===== config.mk =====
export PLATFORM = sky130hd
export DESIGN_NAME = scd_source_config
export DESIGN_NICKNAME = d
export VERILOG_FILES = /design/src/rtl/scd_pkg.sv /design/src/rtl/scd_param_mem.sv /design/src/rtl/scd_source_config.sv
export SDC_FILE = /design/constraint.sdc
export NUM_CORES = 1
export LEC_CHECK = 0
export ABC_CLOCK_PERIOD_IN_PS = 3100
export BUFFER_PORTS_ARGS = -buffer_cell sky130_fd_sc_hd__buf_2
export CAP_MARGIN = 20
export CORE_MARGIN = 2
export CORE_UTILIZATION = 30
export CTS_CLUSTER_DIAMETER = 150
export DETAILED_ROUTE_END_ITERATION = 7
export GPL_TIMING_DRIVEN = 0
export PLACE_DENSITY = 0.53
export SYNTH_ARGS = -nofsm -noshare
export SYNTH_HDL_FRONTEND = slang
export SYNTH_SLANG_ARGS = --single-unit

===== constraint.sdc =====
create_clock -name hclk -period 3.1 [get_ports hclk]
set_input_delay 0.155 -clock hclk [delete_from_list [all_inputs] [get_ports hclk]]
set_output_delay 0.155 -clock hclk [all_outputs]
set_load 0.01 [all_outputs]

===== src/rtl/scd_pkg.sv =====
package scd_pkg;

	// command identity
	localparam logic [7:0] SCD_OPCODE     = 8'h22;
	localparam logic [3:0] SCD_DEST       = 4'h4;

	// parameter block: bytes 0 to 34 are kept
	localparam int         SCD_PARAM_LEN  = 35;
	localparam int         SCD_STAGE_W    = SCD_PARAM_LEN * 8;
	localparam int         SCD_IDX_W      = 6;
	localparam logic [5:0] SCD_LAST_IDX   = 6'h22;

	// byte positions inside the parameter block
	localparam int         SCD_B_DSAMPLE  = 3;
	localparam int         SCD_B_STEREO   = 4;
	localparam int         SCD_B_CLKPOL   = 5;
	localparam int         SCD_B_PIXFMT   = 6;
	localparam int         SCD_B_EXTDE    = 7;
	localparam int         SCD_B_ILACE    = 8;
	localparam int         SCD_B_OFFBIN   = 9;
	localparam int         SCD_B_FINV     = 10;
	localparam int         SCD_B_TOT_PPL  = 11;
	localparam int         SCD_B_TOT_LPF  = 13;
	localparam int         SCD_B_ACT_FP   = 15;
	localparam int         SCD_B_ACT_FL   = 17;
	localparam int         SCD_B_ACT_PPL  = 19;
	localparam int         SCD_B_ACT_LPF  = 21;
	localparam int         SCD_B_BOT_FL   = 23;
	localparam int         SCD_B_PCLK     = 25;
	localparam int         SCD_B_COEF0    = 29;
	localparam int         SCD_B_COEF1    = 31;
	localparam int         SCD_B_COEF2    = 33;

	// register byte offsets
	localparam logic [7:0] SCD_OFF_CMD    = 8'h00;
	localparam logic [7:0] SCD_OFF_PARAM  = 8'h04;
	localparam logic [7:0] SCD_OFF_APPLY  = 8'h08;
	localparam logic [7:0] SCD_OFF_STATUS = 8'h0c;
	localparam logic [7:0] SCD_OFF_FLAGS  = 8'h10;
	localparam logic [7:0] SCD_OFF_PCLK   = 8'h14;

	// status field positions
	localparam int         SCD_ST_STAGED  = 2;
	localparam int         SCD_ST_ERR     = 3;
	localparam int         SCD_ST_CNT_LO  = 4;

	// reset values
	localparam logic [15:0] SCD_RST_HALF  = 16'h0000;
	localparam logic [31:0] SCD_RST_WORD  = 32'h0000_0000;

	typedef enum logic [1:0] {
		SCD_IDLE    = 2'b00,
		SCD_COLLECT = 2'b01,
		SCD_UNPACK  = 2'b11,
		SCD_STAGED  = 2'b10
	} scd_state_t;

	function automatic logic [7:0] scd_byte(input logic [SCD_STAGE_W-1:0] s, input int idx);
		scd_byte = s[idx*8 +: 8];
	endfunction

	// multi-byte fields arrive least significant byte first
	function automatic logic [15:0] scd_half(input logic [SCD_STAGE_W-1:0] s, input int idx);
		scd_half = {s[(idx+1)*8 +: 8], s[idx*8 +: 8]};
	endfunction

	function automatic logic [31:0] scd_word(input logic [SCD_STAGE_W-1:0] s, input int idx);
		scd_word = {scd_half(s, idx + 2), scd_half(s, idx)};
	endfunction

endpackage


===== src/rtl/scd_param_mem.sv =====
`timescale 1ns/1ps
`default_nettype none
module scd_param_mem #(
	parameter int DEPTH = 35,
	parameter int AW    = 6,
	parameter int DW    = 8
) (
	// clock and reset
	input  wire logic          hclk,
	input  wire logic          hresetn,
	// write port
	input  wire logic          we,
	input  wire logic [AW-1:0] waddr,
	input  wire logic [DW-1:0] wdata,
	// read port, data one cycle later
	input  wire logic [AW-1:0] raddr,
	output logic      [DW-1:0] rdata
);

	logic [DW-1:0] mem [DEPTH];

	always_ff @(posedge hclk) begin
		if (we)
			mem[waddr] <= wdata;
	end

	always_ff @(posedge hclk or negedge hresetn) begin
		if (!hresetn)
			rdata <= '0;
		else
			rdata <= mem[raddr];
	end

endmodule
`default_nettype wire


===== src/rtl/scd_source_config.sv =====
// Behaviour
// - accept only opcode 22h sent to destination 4 as source configuration
// - byte 4 bit 0 enables stereo operation
// - byte 5 bit 0: one samples on rising edge, zero on falling
// - byte 6 gives pixel format: RGB, YUV444, YUV422, YUV420
// - external data enable honoured only when byte 7 bit 0 is one
// - byte 8 bit 0 selects interlaced, otherwise progressive
// - byte 9 bit 0: zero two's complement, one offset binary
// - byte 10 bit 0 inverts top field at scaler, interlaced only
// - total pixels per line bytes 11-12, total lines bytes 13-14
// - active first pixel, first line, pixels, lines from bytes 15 to 22
// - pixel clock in kilohertz from 32-bit field bytes 25-28
// - conversion coefficients from byte 29 on are signed s2.10
// - down-sampling halves the supplied pixel clock frequency
// - new settings apply only after the display image size command
`timescale 1ns/1ps
`default_nettype none
module scd_source_config
	import scd_pkg::*;
(
	// clock and reset
	input  wire logic        hclk,
	input  wire logic        hresetn,
	// ahb-lite slave
	input  wire logic        hsel,
	input  wire logic [31:0] haddr,
	input  wire logic [1:0]  htrans,
	input  wire logic        hwrite,
	input  wire logic [2:0]  hsize,
	input  wire logic        hready,
	input  wire logic [31:0] hwdata,
	output logic      [31:0] hrdata,
	output logic             hreadyout,
	output logic             hresp,
	// active port configuration
	output logic             stereo_en,
	output logic             clk_rising,
	output logic      [1:0]  pixel_format,
	output logic             ext_de_en,
	output logic             interlaced,
	output logic             offset_binary,
	output logic             field_invert,
	output logic      [15:0] total_ppl,
	output logic      [15:0] total_lpf,
	output logic      [15:0] act_first_pixel,
	output logic      [15:0] act_first_line,
	output logic      [15:0] act_ppl,
	output logic      [15:0] act_lpf,
	output logic      [15:0] bottom_first_line,
	output logic      [31:0] pixclk_khz,
	output logic      [15:0] color_matrix_conversion_coef0,
	output logic      [15:0] color_matrix_conversion_coef1,
	output logic      [15:0] color_matrix_conversion_coef2
);

	import scd_pkg::*;

	scd_state_t                 state;
	scd_state_t                 next_state;
	logic                       dp_wr;
	logic [7:0]                 dp_addr;
	logic [11:0]                last_hdr;
	logic [SCD_IDX_W-1:0]       param_cnt;
	logic [SCD_IDX_W-1:0]       rd_idx;
	logic                       issued_all;
	logic                       cap_vld;
	logic [SCD_IDX_W-1:0]       cap_idx;
	logic [SCD_STAGE_W-1:0]     stage;
	logic                       hdr_err;
	logic [7:0]                 mem_rdata;

	// bus decode
	wire        acc      = hsel & htrans[1] & hready;
	wire        wr_cmd   = dp_wr & (dp_addr == SCD_OFF_CMD);
	wire        wr_param = dp_wr & (dp_addr == SCD_OFF_PARAM);
	wire        wr_apply = dp_wr & (dp_addr == SCD_OFF_APPLY);
	wire        wr_stat  = dp_wr & (dp_addr == SCD_OFF_STATUS);
	wire        hdr_ok   = (hwdata[7:0] == SCD_OPCODE) & (hwdata[11:8] == SCD_DEST);
	wire        cmd_ok   = wr_cmd & hdr_ok & (state != SCD_UNPACK);
	wire        cmd_bad  = wr_cmd & ~hdr_ok & (state != SCD_UNPACK);
	wire        byte_in  = wr_param & (state == SCD_COLLECT);
	// commit only on the image size command
	wire        commit   = wr_apply & (state == SCD_STAGED);
	wire        issue    = (state == SCD_UNPACK) & ~issued_all;
	wire        err_clr  = wr_stat & hwdata[SCD_ST_ERR];
	wire [7:0]  rd_addr  = haddr[7:0];
	wire [31:0] st_word  = {22'h0, param_cnt, hdr_err, (state == SCD_STAGED), state};
	wire [31:0] fl_word  = {24'h000000, field_invert, offset_binary, interlaced, ext_de_en,
	                        pixel_format, clk_rising, stereo_en};
	wire [31:0] rd_mux   = (rd_addr == SCD_OFF_CMD)    ? {20'h00000, last_hdr} :
	                       (rd_addr == SCD_OFF_PARAM)  ? {26'h0, param_cnt} :
	                       (rd_addr == SCD_OFF_STATUS) ? st_word :
	                       (rd_addr == SCD_OFF_FLAGS)  ? fl_word :
	                       (rd_addr == SCD_OFF_PCLK)   ? pixclk_khz : 32'h0000_0000;

	// flag bytes use bit 0 only
	wire        s_stereo = stage[SCD_B_STEREO*8];
	wire        s_clkpol = stage[SCD_B_CLKPOL*8];
	wire        s_extde  = stage[SCD_B_EXTDE*8];
	wire        s_ilace  = stage[SCD_B_ILACE*8];
	wire        s_offbin = stage[SCD_B_OFFBIN*8];
	wire        s_finv   = stage[SCD_B_FINV*8];
	wire [7:0]  s_dsamp  = scd_byte(stage, SCD_B_DSAMPLE);
	wire [1:0]  s_pixfmt = stage[SCD_B_PIXFMT*8 +: 2];
	wire [31:0] s_pclk   = scd_word(stage, SCD_B_PCLK);
	// halve clock when down-sampling is on
	wire [31:0] s_pclk_e = (s_dsamp != 8'h00) ? {1'b0, s_pclk[31:1]} : s_pclk;

	scd_param_mem #(
		.DEPTH (SCD_PARAM_LEN),
		.AW    (SCD_IDX_W),
		.DW    (8)
	) u_mem (
		.hclk    (hclk),
		.hresetn (hresetn),
		.we      (byte_in),
		.waddr   (param_cnt),
		.wdata   (hwdata[7:0]),
		.raddr   (rd_idx),
		.rdata   (mem_rdata)
	);

	always_comb begin
		next_state = state;
		case (state)
			SCD_IDLE: begin
				if (cmd_ok)
					next_state = SCD_COLLECT;
			end
			SCD_COLLECT: begin
				if (cmd_bad)
					next_state = SCD_IDLE;
				else if (byte_in && param_cnt == SCD_LAST_IDX)
					next_state = SCD_UNPACK;
			end
			SCD_UNPACK: begin
				if (cap_vld && cap_idx == SCD_LAST_IDX)
					next_state = SCD_STAGED;
			end
			SCD_STAGED: begin
				if (cmd_ok)
					next_state = SCD_COLLECT;
				else if (cmd_bad || commit)
					next_state = SCD_IDLE;
			end
			default: next_state = SCD_IDLE;
		endcase
	end

	always_ff @(posedge hclk or negedge hresetn) begin
		if (!hresetn) begin
			dp_wr     <= 1'b0;
			dp_addr   <= 8'h00;
			hrdata    <= 32'h0000_0000;
			hreadyout <= 1'b1;
			hresp     <= 1'b0;
		end else begin
			dp_wr     <= acc & hwrite;
			dp_addr   <= haddr[7:0];
			hreadyout <= 1'b1;
			hresp     <= 1'b0;
			if (acc && !hwrite)
				hrdata <= rd_mux;
		end
	end

	always_ff @(posedge hclk or negedge hresetn) begin
		if (!hresetn) begin
			state     <= SCD_IDLE;
			last_hdr  <= 12'h000;
			param_cnt <= 6'h00;
			hdr_err   <= 1'b0;
		end else begin
			state <= next_state;
			if (wr_cmd && state != SCD_UNPACK)
				last_hdr <= hwdata[11:0];
			if (cmd_ok)
				param_cnt <= 6'h00;
			else if (byte_in)
				param_cnt <= param_cnt + 6'h01;
			// a new fault wins over a clear in the same cycle
			if (cmd_bad)
				hdr_err <= 1'b1;
			else if (err_clr)
				hdr_err <= 1'b0;
		end
	end

	always_ff @(posedge hclk or negedge hresetn) begin
		if (!hresetn) begin
			rd_idx     <= 6'h00;
			issued_all <= 1'b0;
			cap_vld    <= 1'b0;
			cap_idx    <= 6'h00;
			stage      <= '0;
		end else begin
			cap_vld <= issue;
			cap_idx <= rd_idx;
			if (state != SCD_UNPACK) begin
				rd_idx     <= 6'h00;
				issued_all <= 1'b0;
			end else if (issue) begin
				rd_idx     <= rd_idx + 6'h01;
				issued_all <= (rd_idx == SCD_LAST_IDX);
			end
			if (cap_vld)
				stage[{cap_idx, 3'b000} +: 8] <= mem_rdata;
		end
	end

	// all outputs load together on commit
	always_ff @(posedge hclk or negedge hresetn) begin
		if (!hresetn) begin
			stereo_en                     <= 1'b0;
			clk_rising                    <= 1'b0;
			pixel_format                  <= 2'b00;
			ext_de_en                     <= 1'b0;
			interlaced                    <= 1'b0;
			offset_binary                 <= 1'b0;
			field_invert                  <= 1'b0;
			total_ppl                     <= SCD_RST_HALF;
			total_lpf                     <= SCD_RST_HALF;
			act_first_pixel               <= SCD_RST_HALF;
			act_first_line                <= SCD_RST_HALF;
			act_ppl                       <= SCD_RST_HALF;
			act_lpf                       <= SCD_RST_HALF;
			bottom_first_line             <= SCD_RST_HALF;
			pixclk_khz                    <= SCD_RST_WORD;
			color_matrix_conversion_coef0 <= SCD_RST_HALF;
			color_matrix_conversion_coef1 <= SCD_RST_HALF;
			color_matrix_conversion_coef2 <= SCD_RST_HALF;
		end else if (commit) begin
			stereo_en                     <= s_stereo;
			clk_rising                    <= s_clkpol;
			pixel_format                  <= s_pixfmt;
			ext_de_en                     <= s_extde;
			interlaced                    <= s_ilace;
			offset_binary                 <= s_offbin;
			field_invert                  <= s_finv & s_ilace;
			total_ppl                     <= scd_half(stage, SCD_B_TOT_PPL);
			total_lpf                     <= scd_half(stage, SCD_B_TOT_LPF);
			act_first_pixel               <= scd_half(stage, SCD_B_ACT_FP);
			act_first_line                <= scd_half(stage, SCD_B_ACT_FL);
			act_ppl                       <= scd_half(stage, SCD_B_ACT_PPL);
			act_lpf                       <= scd_half(stage, SCD_B_ACT_LPF);
			bottom_first_line             <= scd_half(stage, SCD_B_BOT_FL);
			pixclk_khz                    <= s_pclk_e;
			// s2.10 coefficients passed as raw signed words
			color_matrix_conversion_coef0 <= scd_half(stage, SCD_B_COEF0);
			color_matrix_conversion_coef1 <= scd_half(stage, SCD_B_COEF1);
			color_matrix_conversion_coef2 <= scd_half(stage, SCD_B_COEF2);
		end
	end
endmodule
`default_nettype wire


Yosys cells after proc, flatten, opt, wreduce, memory -nomap -nowiden
Memories as Yosys holds them, arrays and structs flattened. A register that Yosys moved wholly into a read port is not among the register bits.
Index checks and enable logic that the tools add are counted.
{"block": "op_classes", "n_addsub": 3, "mul": 0, "div": 0, "n_lt_le_gt_ge": 0, "eq_ne": 20, "shift": 2, "muxes": 24, "bitwise_logic": 19, "n_reduce_logical": 15}
{"cell": "$bwmux 280", "count": 1}
{"cell": "$shift 8x11->280 const A", "count": 1}
{"cell": "$shiftx 8x11->280", "count": 1}
{"cell": "$mux 32", "count": 6}
{"cell": "$eq 8x4->1 const B", "count": 3}
{"cell": "$mux 6", "count": 4}
{"cell": "$eq 6x6->1 const B", "count": 3}
{"cell": "$and 1x1->1", "count": 17}
{"cell": "$eq 8x3->1 const B", "count": 2}
{"cell": "$eq 8x5->1 const B", "count": 2}
{"cell": "$logic_not 8->1", "count": 2}
{"cell": "$add 6x1->6 const B", "count": 2}
{"cell": "$mux 2", "count": 6}
{"cell": "$neg 9->11", "count": 1}
{"cell": "$eq 8x6->1 const B", "count": 1}
{"cell": "$pmux 2 s4", "count": 1}
{"cell": "$reduce_bool 8->1", "count": 1}
{"cell": "$mux 1", "count": 6}
{"cell": "$ne 3x2->1 const B", "count": 2}
{"cell": "$reduce_bool 2->1", "count": 3}
{"cell": "$eq 2x2->1 const B", "count": 2}
{"cell": "$eq 4x3->1 const B", "count": 1}
{"cell": "$logic_and 1x1->1", "count": 4}
{"cell": "$ne 2x2->1 const B", "count": 2}
{"cell": "7 further kinds", "count": 9}
{"block": "totals", "reg_bits": 556, "latch_bits": 0, "ramBits": 280, "mem_bits_ro": 0, "input_bits": 74, "out_inout_bits": 234, "word_cells": 114, "n_memories": 1}
{"memory": "u_mem.mem", "words": 35, "width": 8, "read_ports": 1, "rd_clocked_by_memory_dff": 1, "wr": 1, "line": "scd_param_mem.sv:20", "text": "logic [DW-1:0] mem [DEPTH];"}

Depth between registers and ports, before layout
Gate-level depths: netlist of the first run.
{"block": "logic_depth", "word_depth": 9, "mapped_depth": 11, "ltp_nobuf": 7}

Cells and area by module
Synthesis of the first run repeated with hierarchy kept, for this count alone.
{"block": "hier_totals", "hier_cells": 2132, "area_unflattened_um2": 31516.5}
{"mod": "scd_source_config", "instances": 1, "cells_per_inst": 1493, "area_each_um2": 20038.0, "seq_area_each_um2": 12111.6}
{"mod": "scd_param_mem", "instances": 1, "cells_per_inst": 639, "area_each_um2": 11478.5, "seq_area_each_um2": 8608.3}

Worst setup path before layout of the first run
Ideal clock, no wire load.
{"block": "synth_path", "path_kind": "reg-to-reg", "startpoint": "reg cap_idx[0]", "endpoint": "reg stage[88]", "setup_ns": 0.125, "arrival_ns": 2.489, "t_required_ns": 2.975, "path_slack_ns": 0.486, "stages_incl_launch_ff": 11, "path_buffers": 3, "synth_period_minus_slack_ns": 2.614, "cell_sequence": "dfrtp_1 > buf_2 > inv_1 > ha_1 > buf_6 > nor3b_4 > xor2_1 > nor4_2 > buf_2 > nand3_2 > mux2_2"}
{"block": "synth_via", "elab_chain_len": 3, "elab_cells_between_ends": 4, "cone_classes": "1 x add/sub; 2 x shift; 1 x mux"}
{"item": "start, declared", "line": "scd_source_config.sv:67", "text": "logic [SCD_IDX_W-1:0] cap_idx;"}
{"item": "start signal, assigned", "line": "scd_source_config.sv:198", "text": "cap_idx <= rd_idx;"}
{"item": "$neg 9->11 (*)", "line": "scd_source_config.sv:207", "text": "stage[{cap_idx, 3'b000} +: 8] <= mem_rdata;"}
{"item": "$shiftx 8x11->280 or $shift 8x11->280 (tied branches)", "line": "scd_source_config.sv:207"}
{"item": "$bwmux 280 (*)", "line": "scd_source_config.sv:207"}
{"item": "end signal, assigned by index", "line": "scd_source_config.sv:207"}
{"item": "end, declared", "line": "scd_source_config.sv:68", "text": "logic [SCD_STAGE_W-1:0] stage;"}
Every way passes the cells marked *; elsewhere a longest branch is shown, timed or not.
A chain may end at the register's enable or synchronous reset.

Worst setup path after layout of the first run
{"block": "layout_path", "startpoint": "reg dp_addr[1]", "endpoint": "reg act_first_pixel[15]"}
{"block": "layout_via", "elab_chain_len": 3}
{"item": "start, declared", "line": "scd_source_config.sv:61", "text": "logic [7:0] dp_addr;"}
{"item": "start signal, assigned", "line": "scd_source_config.sv:159", "text": "dp_addr <= haddr[7:0];"}
{"item": "$eq 8x4->1", "line": "scd_source_config.sv:76", "text": "wire wr_apply = dp_wr & (dp_addr == SCD_OFF_APPLY);"}
{"item": "$and 1x1->1", "line": "scd_source_config.sv:76"}
{"item": "$and 1x1->1", "line": "scd_source_config.sv:83", "text": "wire commit = wr_apply & (state == SCD_STAGED);"}
{"item": "end signal, assigned", "line": "scd_source_config.sv:242", "text": "act_first_pixel <= scd_half(stage, SCD_B_ACT_FP);"}
{"item": "end, declared", "line": "scd_source_config.sv:45", "text": "output logic [15:0] act_first_pixel,"}
Every way passes these cells.

==> impl_metrics.toml, run 1 <==
[layout]
mostFrequentLayoutCells = "dfrtp_1 (492), mux2_2 (343), buf_2 (291), edfxtp_1 (280), nor2_1 (134)"
mostFrequentLayoutCell = "dfrtp_1"
layout.filler_cells = 9913
syn2layout_area_growth_pct = 20.55
post-route-util_pct = 36.34
ratio_of_cells_with_drive_above_1_in_the_final_layout_pct = 38.53
layout.nets = 2476

[pwr]
power.ir.vdd_worst_mv = 0.3804
power.internal_w = 0.01642
cellPowerDensity_mw_per_mm2 = 556.3
power.leakage_nw = 16.27
swShare_pct = 21.19
power.share.combinational_pct = 1.6
clock_power_share_pct = 47.5
seqPwrFrac_pct = 51.0
net_switching_w = 0.004414

[timing]
final_min_period_over_clock_period_pct = 100.0
clock.fmax_mhz = 322.5
timing_hold_violations_final = 0
pin_slew_with_the_least_headroom_to_its_limit_ns = 1.175
clock_tree_skew_after_final_layout_ns = 0.03003
final.setup.tns_ns = -0.0008304
final-setup-viol-count = 1
setup_repair_after_global_routing_missed_its_margin = "yes"
finalCriticalPeriod_ns = 3.101
max_slew_margin_vs_limit_pct = 21.66
worst_slack_ns = -0.0008304
final-max-slew-violation-count = 0

[grt]
grt_remaining_overflow = 0
pin_count_of_the_biggest_net_entering_global_routing = 118
grt_antenna_before_repair = 1
gr-usage-all-layers_pct = 16.10
first_global_vias = 19262
grt_first_pass_wirelength_um = 127600

[placed_design]
post-dp-hpwl_um = 61860
io_buffer_count = 257
gp_congestion = 0.8444

[drt]
dr_iter_0_viols = 1374
drt-vias-per-instance = 4.796
detailed_routing_wirelength_on_met1_um = 36500
met3_length_um = 4549
met2_length_um = 42710
detail_route.wirelength_um = 86520
drtAntennaViolNets = 0
top_layer = "met4"
wl_per_cell_um = 22.51
route.vias.total = 18437
first_pass_iters = 7
post-route-drc-count = 0

[yosys]
dominantRegCellSynth = "dfrtp_1"
ys_types = 67
post_synth_inst_count = 2024
post_synth_instance_area_mm2 = 0.03107
ys_seq_area_share_pct = 66.69
synth_area_leaders = "dfrtp_1 (40%), edfxtp_1 (27%), mux2_2 (12%)"
yosys.area.top_type_share_pct = 39.63
synthArstFlopShare_pct = 63.73
synth.net_count = 2106
yosysTopAreaCell = "dfrtp_1"
yosysWarnings = 0
avgSynthCellArea_um2 = 15.35
synth-seq-cells = 772
synth_enable_flop_cells = 280

[critical_path]
crit_start = "dp_addr[1]"
worst_ep_required_time_ns = 3.60
critPathKind = "flop to flop"
setup.worst_path.start_class = "flop"
critical_path.endpoint_type = "flop"
cp_max_fo = 10
timing.critical_path.arrival_ns = 3.60
launch_point_of_the_worst_reg_to_reg_path = "dp_addr[1]"

[hold_path]
hold_class = "input pin to async pin"

[clock_network]
cts.root.buffer_cell = "clkbuf_16"
cts_made_buffers = 84
clock_tree_from_tritoncts = "yes"
cts.path.max_buffers = 3
htreeDepth = 3
clkTransAtPathRegs_ns = 0.06
clock_latency_of_the_later_clocked_register_in_the_worst_skew_pair_ns = 0.64
tritoncts_num_sinks = 772

[run_status]
violations_in_the_final_reports = "negative setup slack"
outcome = "finished, violations left"

[die]
top_level_ports = 308
core_area_mm2 = 0.1031
die_area_mm2 = 0.1062
die_w_um = 325.8
initial_core_util_pct = 30.15
floorplan.die.height_um = 325.8
num_rows = 118

[flow_run]
drv.max_cap_violation_count = 0
-- per-stage QoR --
| step | area, um2 | setup slack [ns] | hold WS (ns) | std cells | power (W) |
|---|---|---|---|---|---|
| after floorplan | 31070 | 0.4864 | -0.1406 | 2024 | 0.01087 |
| after global placement | 34080 | -7.789 | 0.2751 | 3661 | 0.01111 |
| after detailed placement | 34230 | -0.7373 | 0.1454 | 3667 | 0.01114 |
| after CTS | 37280 | -0.1927 | 0.03927 | 3840 | 0.02112 |
| after global routing | 37450 | -0.05862 | 0.08729 | 3843 | 0.02155 |
| final | 37450 | -0.0008304 | 0.07723 | 3844 | 0.02084 |
-- Yosys cell counts, types with 7 or more instances --
master and count:
ha_1 8, nand3_1 25, a21oi_1 47, nor4_1 9, mux2_2 343, nor2_1 169, or3_1 7, clkbuf_1 55
o211ai_1 7, dfrtp_1 492, nand2_1 124, xor2_1 7, mux4_2 70, buf_1 7, buf_2 40, nand3_4 10
mux2i_1 75, mux2_1 20, nor3_1 13, inv_1 43, nand3_2 9, edfxtp_1 280, o21ai_0 44
-- cell families after synthesis --
family | synth area share (%)
muxes | 20.79
xor gates and xnor gates | 0.3665
AOI/OAI and AO/OA | 2.976
DFF | 66.69
and+or+nand+nor | 6.685
buffers and inverters | 2.142
other | 0.02417
adders and majority gates | 0.3222
-- area by class of cell --
type	count	area (um2)	share of cell area (%)
Multi-Input combinational cell	1099	9932	26.52
Clock inverter	28	214.0	0.5713
Antenna cell	1	2.502	0.006682
Timing Repair Buffer	284	1628	4.346
Inverter	44	165.2	0.4410
Buffer	109	535.5	1.430
Tap cell	1380	1727	4.610
Sequential cell	772	20720	55.32
Clock buffer	127	2529	6.752
-- power groups by stage --
stage | Clock (W) | Sequential, W | Combinational, W
2_1_floorplan | 0 | 0.0108 | 0.0000535
3_3_place_gp | 0 | 0.0108 | 0.000292
3_5_place_dp | 0 | 0.0108 | 0.000325
4_1_cts | 0.0102 | 0.0106 | 0.000340
5_1_grt | 0.0106 | 0.0106 | 0.000371
6_report | 0.00989 | 0.0106 | 0.000328
-- final timing paths --
| check | slack [ns] | endpoint | depth (start not counted) |
|---|---|---|---|
| worst min register to register | 0.40 | cap_idx[3] | 0 |
| worst max-delay path | -0.0008 | act_first_pixel[15] | 5 |
| max in group asynchronous | 1.54 | act_first_line[1] | 4 |
| min in group hclk | 0.09 | hrdata[12] | 5 |
| worst max register to register | -0.0008 | act_first_pixel[15] | 5 |
| worst min-delay path | 0.08 | stage[244] | 2 |
-- what timing repair did --
| item | in CTS | in global routing |
|---|---|---|
| buffers inserted | 3 | 3 |
| setup endpoints to repair | 500 | 272 |
| hold buffers | 15 | 0 |
| gates resized for setup | 46 | 39 |
| hold endpoints to repair | 208 | 0 |
| pin swaps | 2 | 2 |
-- layer usage --
layer,track usage [%],vias to the layer above
met2,27.00,499
li1,-,8149
met5,0,-
met3,3.282,133
met1,20.62,9656
met4,5.810,0
-- worst max-delay path: stages (launching register included) --
cell      delay (ns)
dfrtp_1         0.36
nor3b_1         0.55
nand2_1         0.31
nor3_2          0.42
clkbuf_1        0.89
mux2_2          0.42
-- flip-flops by register name (all words and copies together) (netlist names), 32 cells and up --
| name | cells |
|---|---|
| u_mem.mem | 280 |
| pixclk_khz | 32 |
| hrdata | 32 |
| stage | 208 |
Note: power is estimated with default switching activity, not from simulation.
==> run 2: changes to the inputs <==
--- a/config.mk
+++ b/config.mk
@@ -14,6 +14,7 @@
 export DETAILED_ROUTE_END_ITERATION = 7
 export GPL_TIMING_DRIVEN = 0
 export PLACE_DENSITY = 0.53
+export RECOVER_POWER = 25
 export SYNTH_ARGS = -nofsm -noshare
 export SYNTH_HDL_FRONTEND = slang
 export SYNTH_SLANG_ARGS = --single-unit
==> run 2 against run 1 <==
Against the previous run: the flow finishes with violations (max-capacitance violations, max-slew violations, negative setup slack); critical path type unchanged; critical path depth unchanged; worst setup slack got worse by 0.022 ns; total power is essentially flat; largest cell class unchanged; final area hardly changed; clock skew is 0.0031 ns higher; fmax fell by 0.72%; sequential cell count unchanged; non-clock buffer count did not move.
==> impl_metrics.toml, run 2 (same netlist as run 1, synthesis figures left out) <==
[run_status]
outcome = "finished, violations left"
violations_in_the_final_reports = "max-capacitance violations, max-slew violations, negative setup slack"

[layout]
largest_register_ff_count = 280
layout.filler_cells = 9916
largest-register = "u_mem.mem"
final_area_mm2 = 0.03742
biggest_registers_after_layout = "u_mem.mem x280, stage x208"
layout.nets = 2476
mostFrequentLayoutCell = "dfrtp_1"
multiInputGateArea_mm2 = 0.009932
ratio_of_cells_with_drive_above_1_in_the_final_layout_pct = 37.92
insertedDiodeCount = 0
syn2layout_area_growth_pct = 20.45
mostFrequentLayoutCells = "dfrtp_1 (492), mux2_2 (343), edfxtp_1 (280), buf_2 (276), nor2_1 (134)"
final-seq-area_mm2 = 0.02072

[drt]
first_pass_iters = 6
drtAntennaViolNets = 0
post-route-drc-count = 0
wl_per_cell_um = 22.48
dr_iter_0_viols = 1509
drt-vias-per-instance = 4.798
route.vias.total = 18438
detail_route.wirelength_um = 86390

[critical_path]
critical_path.endpoint_type = "flop"
critPathKind = "flop to flop"
worst_ep_required_time_ns = 3.60
cp_max_fo = 10
timing.critical_path.arrival_ns = 3.62
setup.worst_path.start_class = "flop"

[clock_network]
clock_latency_of_the_later_clocked_register_in_the_worst_skew_pair_ns = 0.65
clkTransAtPathRegs_ns = 0.06
tritoncts_num_sinks = 772
cts.path.max_buffers = 3
clock_tree_from_tritoncts = "yes"
htreeDepth = 3
cts.root.buffer_cell = "clkbuf_16"
cts_made_buffers = 84

[timing]
setup_repair_after_global_routing_missed_its_margin = "yes"
timing_hold_violations_final = 0
worst_slack_ns = -0.02323
final-setup-viol-count = 5
pin_slew_with_the_least_headroom_to_its_limit_ns = 2.072
finalCriticalPeriod_ns = 3.123
max_slew_margin_vs_limit_pct = -38.12
clock_tree_skew_after_final_layout_ns = 0.03310
final-max-slew-violation-count = 368
final.setup.tns_ns = -0.05079
final_min_period_over_clock_period_pct = 100.7
clock.fmax_mhz = 320.2

[die]
num_rows = 118
core_area_mm2 = 0.1031
die_w_um = 325.8
floorplan.die.height_um = 325.8
initial_core_util_pct = 30.15
top_level_ports = 308
die_area_mm2 = 0.1062

[pwr]
power.ir.vdd_worst_mv = 0.3818
power.leakage_nw = 16.23
cellPowerDensity_mw_per_mm2 = 556.5

[hold_path]
hold_class = "input pin to flop"

[grt]
pin_count_of_the_biggest_net_entering_global_routing = 118
grt_remaining_overflow = 0
first_global_vias = 19262
grt_antenna_before_repair = 1
gr-usage-all-layers_pct = 16.10
grt_first_pass_wirelength_um = 127600

[flow_run]
drv.max_cap_violation_count = 9

[placed_design]
detailed_place.area_mm2 = 0.03423
io_buffer_count = 257
post-dp-hpwl_um = 61860
gp_congestion = 0.8444
run 2: cell types whose count changed in the layout (fill, tap and decap cells not counted):
| cell | previous run | this run |
|---|---|---|
| buf_2 | 291 | 276 |
| diode_2 | 1 | 0 |
| clkbuf_1 | 69 | 84 |
| buf_8 | 3 | 2 |
| clkbuf_2 | 7 | 8 |
run 2: where the power goes:
part           total (W)  switching [W]  leakage, nW  internal (W)
clock network    0.00988        0.00414         1.36       0.00574
registers         0.0106      0.0000124         9.29        0.0106
logic           0.000323       0.000255         5.59     0.0000684
total             0.0208        0.00440         16.2        0.0164
run 2: timing repair:
| action | CTS | global route |
|---|---|---|
| endpoints found under the hold margin | 208 | 0 |
| resized for setup | 46 | 39 |
| pin swaps | 2 | 2 |
| hold buffers | 15 | 0 |
| setup buffers | 3 | 3 |
| endpoints found under the setup margin | 500 | 272 |
run 2: final timing paths:
kind / start / end / slack (ns) / cells after the start
hold / removal: htrans[1] / hrdata[12] / 0.09 / 5
hold reg to reg: rd_idx[3] / cap_idx[3] / 0.39 / 0
setup reg to reg: dp_addr[1] / act_first_pixel[15] / -0.02 / 5
min in group asynchronous: hresetn / act_first_line[8] / 0.55 / 2
setup / recovery: dp_addr[1] / act_first_pixel[15] / -0.02 / 5
max in group asynchronous: hresetn / act_first_line[1] / 0.71 / 4
run 2: worst max-delay path, stage by stage (launching register included):
cell and delay, ns:
dfrtp_1 0.36, nor3b_1 0.56, nand2_1 0.32, nor3_2 0.44, clkbuf_1 0.89, mux2_2 0.42
run 2: per-layer routing:
layer,GRT usage [%],part of all wire [%]
met2,27.00,49
met3,3.282,5.3
met5,0,0
met1,20.62,42
met4,5.810,3.3
run 2: cell type report:
type                            count  area share (%)
Clock buffer                      127           6.757
Inverter                           44          0.4414
Sequential cell                   772           55.37
Tap cell                         1380           4.614
Buffer                            109           1.431
Clock inverter                     28          0.5718
Timing Repair Buffer              284           4.273
Multi-Input combinational cell   1099           26.54
run 2: through the flow:
step / std cells / utilization (%) / hold WS, ns / setup slack (ns) / total power (W)
after floorplan: 2024 / - / -0.1406 / 0.4864 / 0.01087
after global placement: 3661 / 33.07 / 0.2751 / -7.789 / 0.01111
after detailed placement: 3667 / 33.21 / 0.1454 / -0.7373 / 0.01114
after CTS: 3840 / 36.18 / 0.03927 / -0.1927 / 0.02112
after global routing: 3843 / 36.31 / 0.1258 / -0.05862 / 0.02155
final: 3843 / 36.31 / 0.08629 / -0.02323 / 0.02083
==> run 3: changes to the inputs <==
--- a/config.mk
+++ b/config.mk
@@ -5,7 +5,7 @@
 export SDC_FILE = /design/constraint.sdc
 export NUM_CORES = 1
 export LEC_CHECK = 0
-export ABC_CLOCK_PERIOD_IN_PS = 3100
+export ABC_CLOCK_PERIOD_IN_PS = 4000
 export BUFFER_PORTS_ARGS = -buffer_cell sky130_fd_sc_hd__buf_2
 export CAP_MARGIN = 20
 export CORE_MARGIN = 2
==> constraint.sdc (replaced) <==
create_clock -name hclk -period 4 [get_ports hclk]
set_input_delay 0.2 -clock hclk [delete_from_list [all_inputs] [get_ports hclk]]
set_output_delay 0.2 -clock hclk [all_outputs]
set_load 0.01 [all_outputs]
==> run 3 against run 2 <==
Against the previous run: the run still ends with max-capacitance violations, max-slew violations, negative setup slack left; non-clock buffer count down 6; total power down 22%; sequential cell count unchanged; via count down 0.46%; worst hold slack better by 0.049 ns; largest power group unchanged.
==> impl_metrics.toml, run 3 (same netlist as run 1, synthesis figures left out) <==
[timing]
worst_slack_ns = -0.005779
setup_repair_after_global_routing_missed_its_margin = "yes"
final.setup.tns_ns = -0.01973
finalCriticalPeriod_ns = 4.006
final-max-slew-violation-count = 369
clock.fmax_mhz = 249.6
clock_tree_skew_after_final_layout_ns = 0.03340
pin_slew_with_the_least_headroom_to_its_limit_ns = 3.085
final_min_period_over_clock_period_pct = 100.1
max_slew_margin_vs_limit_pct = -105.7
final-setup-viol-count = 9
timing_hold_violations_final = 0

[pwr]
total_power_w = 0.01615
cellPowerDensity_mw_per_mm2 = 435.5
power.ir.vdd_worst_mv = 0.2958
power.leakage_nw = 16.16

[layout]
insertedDiodeCount = 0
layout.filler_cells = 9950
mostFrequentLayoutCell = "dfrtp_1"
syn2layout_area_growth_pct = 19.38
final-seq-area_mm2 = 0.02072
ratio_of_cells_with_drive_above_1_in_the_final_layout_pct = 35.78
multiInputGateArea_mm2 = 0.009691
final_area_mm2 = 0.03709
biggest_registers_after_layout = "u_mem.mem x280, stage x208"
largest-register = "u_mem.mem"
layout.nets = 2470
mostFrequentLayoutCells = "dfrtp_1 (492), mux2_2 (343), buf_2 (281), edfxtp_1 (280), nor2_1 (166)"
largest_register_ff_count = 280
layout.cells.non_filler = 3837

[critical_path]
setup.worst_path.start_class = "flop"
path_buf_inv = 0
timing.critical_path.slowest_cell_delay_ns = 0.83
ff2ff_setup_slack_ns = -0.006
critical_path.reg2reg.endpoint = "u_mem.mem[20][3]"
critical_path.endpoint_type = "flop"
worst-r2r-cell-count = 5
critPathKind = "flop to flop"
worst_ep_required_time_ns = 4.27
cp_max_fo = 8
critPathTopFamily = "simple AND/OR/NAND/NOR gates"
worst-path-stages = 5
crit_start = "dp_addr[5]"
timing.critical_path.slowest_stage_cell = "nor2_1"
worst_setup_path_endpoint = "u_mem.mem[20][3]"
timing.critical_path.cells = "nor4_1, nand2_1, nor4bb_1, nand3b_1, nor2_1"
launch_point_of_the_worst_reg_to_reg_path = "dp_addr[5]"
timing.critical_path.arrival_ns = 4.27

[drt]
post-route-drc-count = 0
first_pass_iters = 5
route.vias.total = 18353
drt-vias-per-instance = 4.783
dr_iter_0_viols = 1480
wl_per_cell_um = 22.51
detail_route.wirelength_um = 86360
drtAntennaViolNets = 0

[grt]
grt_antenna_before_repair = 1
grt_remaining_overflow = 0
first_global_vias = 19251
grt_first_pass_wirelength_um = 127500
pin_count_of_the_biggest_net_entering_global_routing = 118
gr-usage-all-layers_pct = 16.10

[run_status]
violations_in_the_final_reports = "max-capacitance violations, max-slew violations, negative setup slack"
outcome = "finished, violations left"

[placed_design]
post-dp-hpwl_um = 61860
detailed_place.area_mm2 = 0.03423
gp_congestion = 0.8444
io_buffer_count = 257
numPlacedInstances = 3667

[clock_network]
tritoncts_num_sinks = 772
cts.root.buffer_cell = "clkbuf_16"
cts.path.max_buffers = 3
cts_made_buffers = 84
clkTransAtPathRegs_ns = 0.06
post_cts_buffers = 0
clock_tree_from_tritoncts = "yes"
clock_latency_of_the_later_clocked_register_in_the_worst_skew_pair_ns = 0.65
htreeDepth = 3

[die]
floorplan.die.height_um = 325.8
die_area_mm2 = 0.1062
initial_core_util_pct = 30.15
die_w_um = 325.8
core_area_mm2 = 0.1031
num_rows = 118
top_level_ports = 308

[flow_run]
drv.max_cap_violation_count = 9

[hold_path]
hold_class = "input pin to flop"
==> run 3: cell types whose count changed in the layout (fill, tap and decap cells not counted), sizes merged <==
cell and change:
clkdlybuf4s15 -1, dlymetal6s4s +1, clkbuf -4, buf -2
==> run 3: routing by layer <==
| layer | vias to the layer above | track usage [%] | part of all wire, % |
|---|---|---|---|
| met3 | 141 | 3.313 | 5.0 |
| met1 | 9605 | 20.58 | 43 |
| met4 | 0 | 6.091 | 3.3 |
| li1 | 8128 | - | - |
| met5 | - | 0 | 0 |
| met2 | 479 | 26.88 | 49 |
==> run 3: where the power goes <==
group | switching [W] | internal, W
clock network | 0.00322 | 0.00445
registers | 0.00000881 | 0.00822
logic | 0.000197 | 0.0000516
total | 0.00343 | 0.0127
==> run 3: how the worst min path moves through the flow <==
stage | from | end | slack (ns) | cells past startpoint
after floorplan | hresetn | act_first_line[0] | -0.1 | 0
after global placement | haddr[6] | dp_addr[6] | 0.32 | 1
after detailed placement | hresetn | act_first_line[12] | 0.19 | 1
after CTS | hresetn | act_first_line[8] | 0.08 | 2
after global routing | htrans[1] | hrdata[7] | 0.17 | 5
final | htrans[1] | hrdata[12] | 0.14 | 5
==> run 3: through the flow <==
stage	worst slack [ns]	utilization, %	hold slack, ns
after CTS	0.1222	36.02	0.08427
final	-0.005779	35.99	0.1356
after floorplan	1.386	-	-0.09559
after global placement	-6.934	33.07	0.3201
after global routing	-0.03765	35.99	0.1707
after detailed placement	0.1627	33.21	0.1904
==> run 3: worst min-delay path: stages <==
cell and delay, ns:
buf_2 0.10, nand3_1 0.09, nor2_1 0.15, nand2_1 0.10, o21ai_0 0.07
==> run 3: repair_timing <==
action / 4_1_cts / 5_1_grt
endpoints found under the hold margin: 92 / 0
setup endpoints to repair: 0 / 16
gates resized for setup: 0 / 3
hold buffers: 15 / 0
==> run 3: area by class of cell <==
cell class                      count  area share, %
Sequential cell                   772          55.86
Multi-Input combinational cell   1099          26.13
Clock buffer                      127          6.818
Buffer                            109          1.349
Timing Repair Buffer              278          4.166
Clock inverter                     28         0.5768
Inverter                           44         0.4453
Tap cell                         1380          4.655
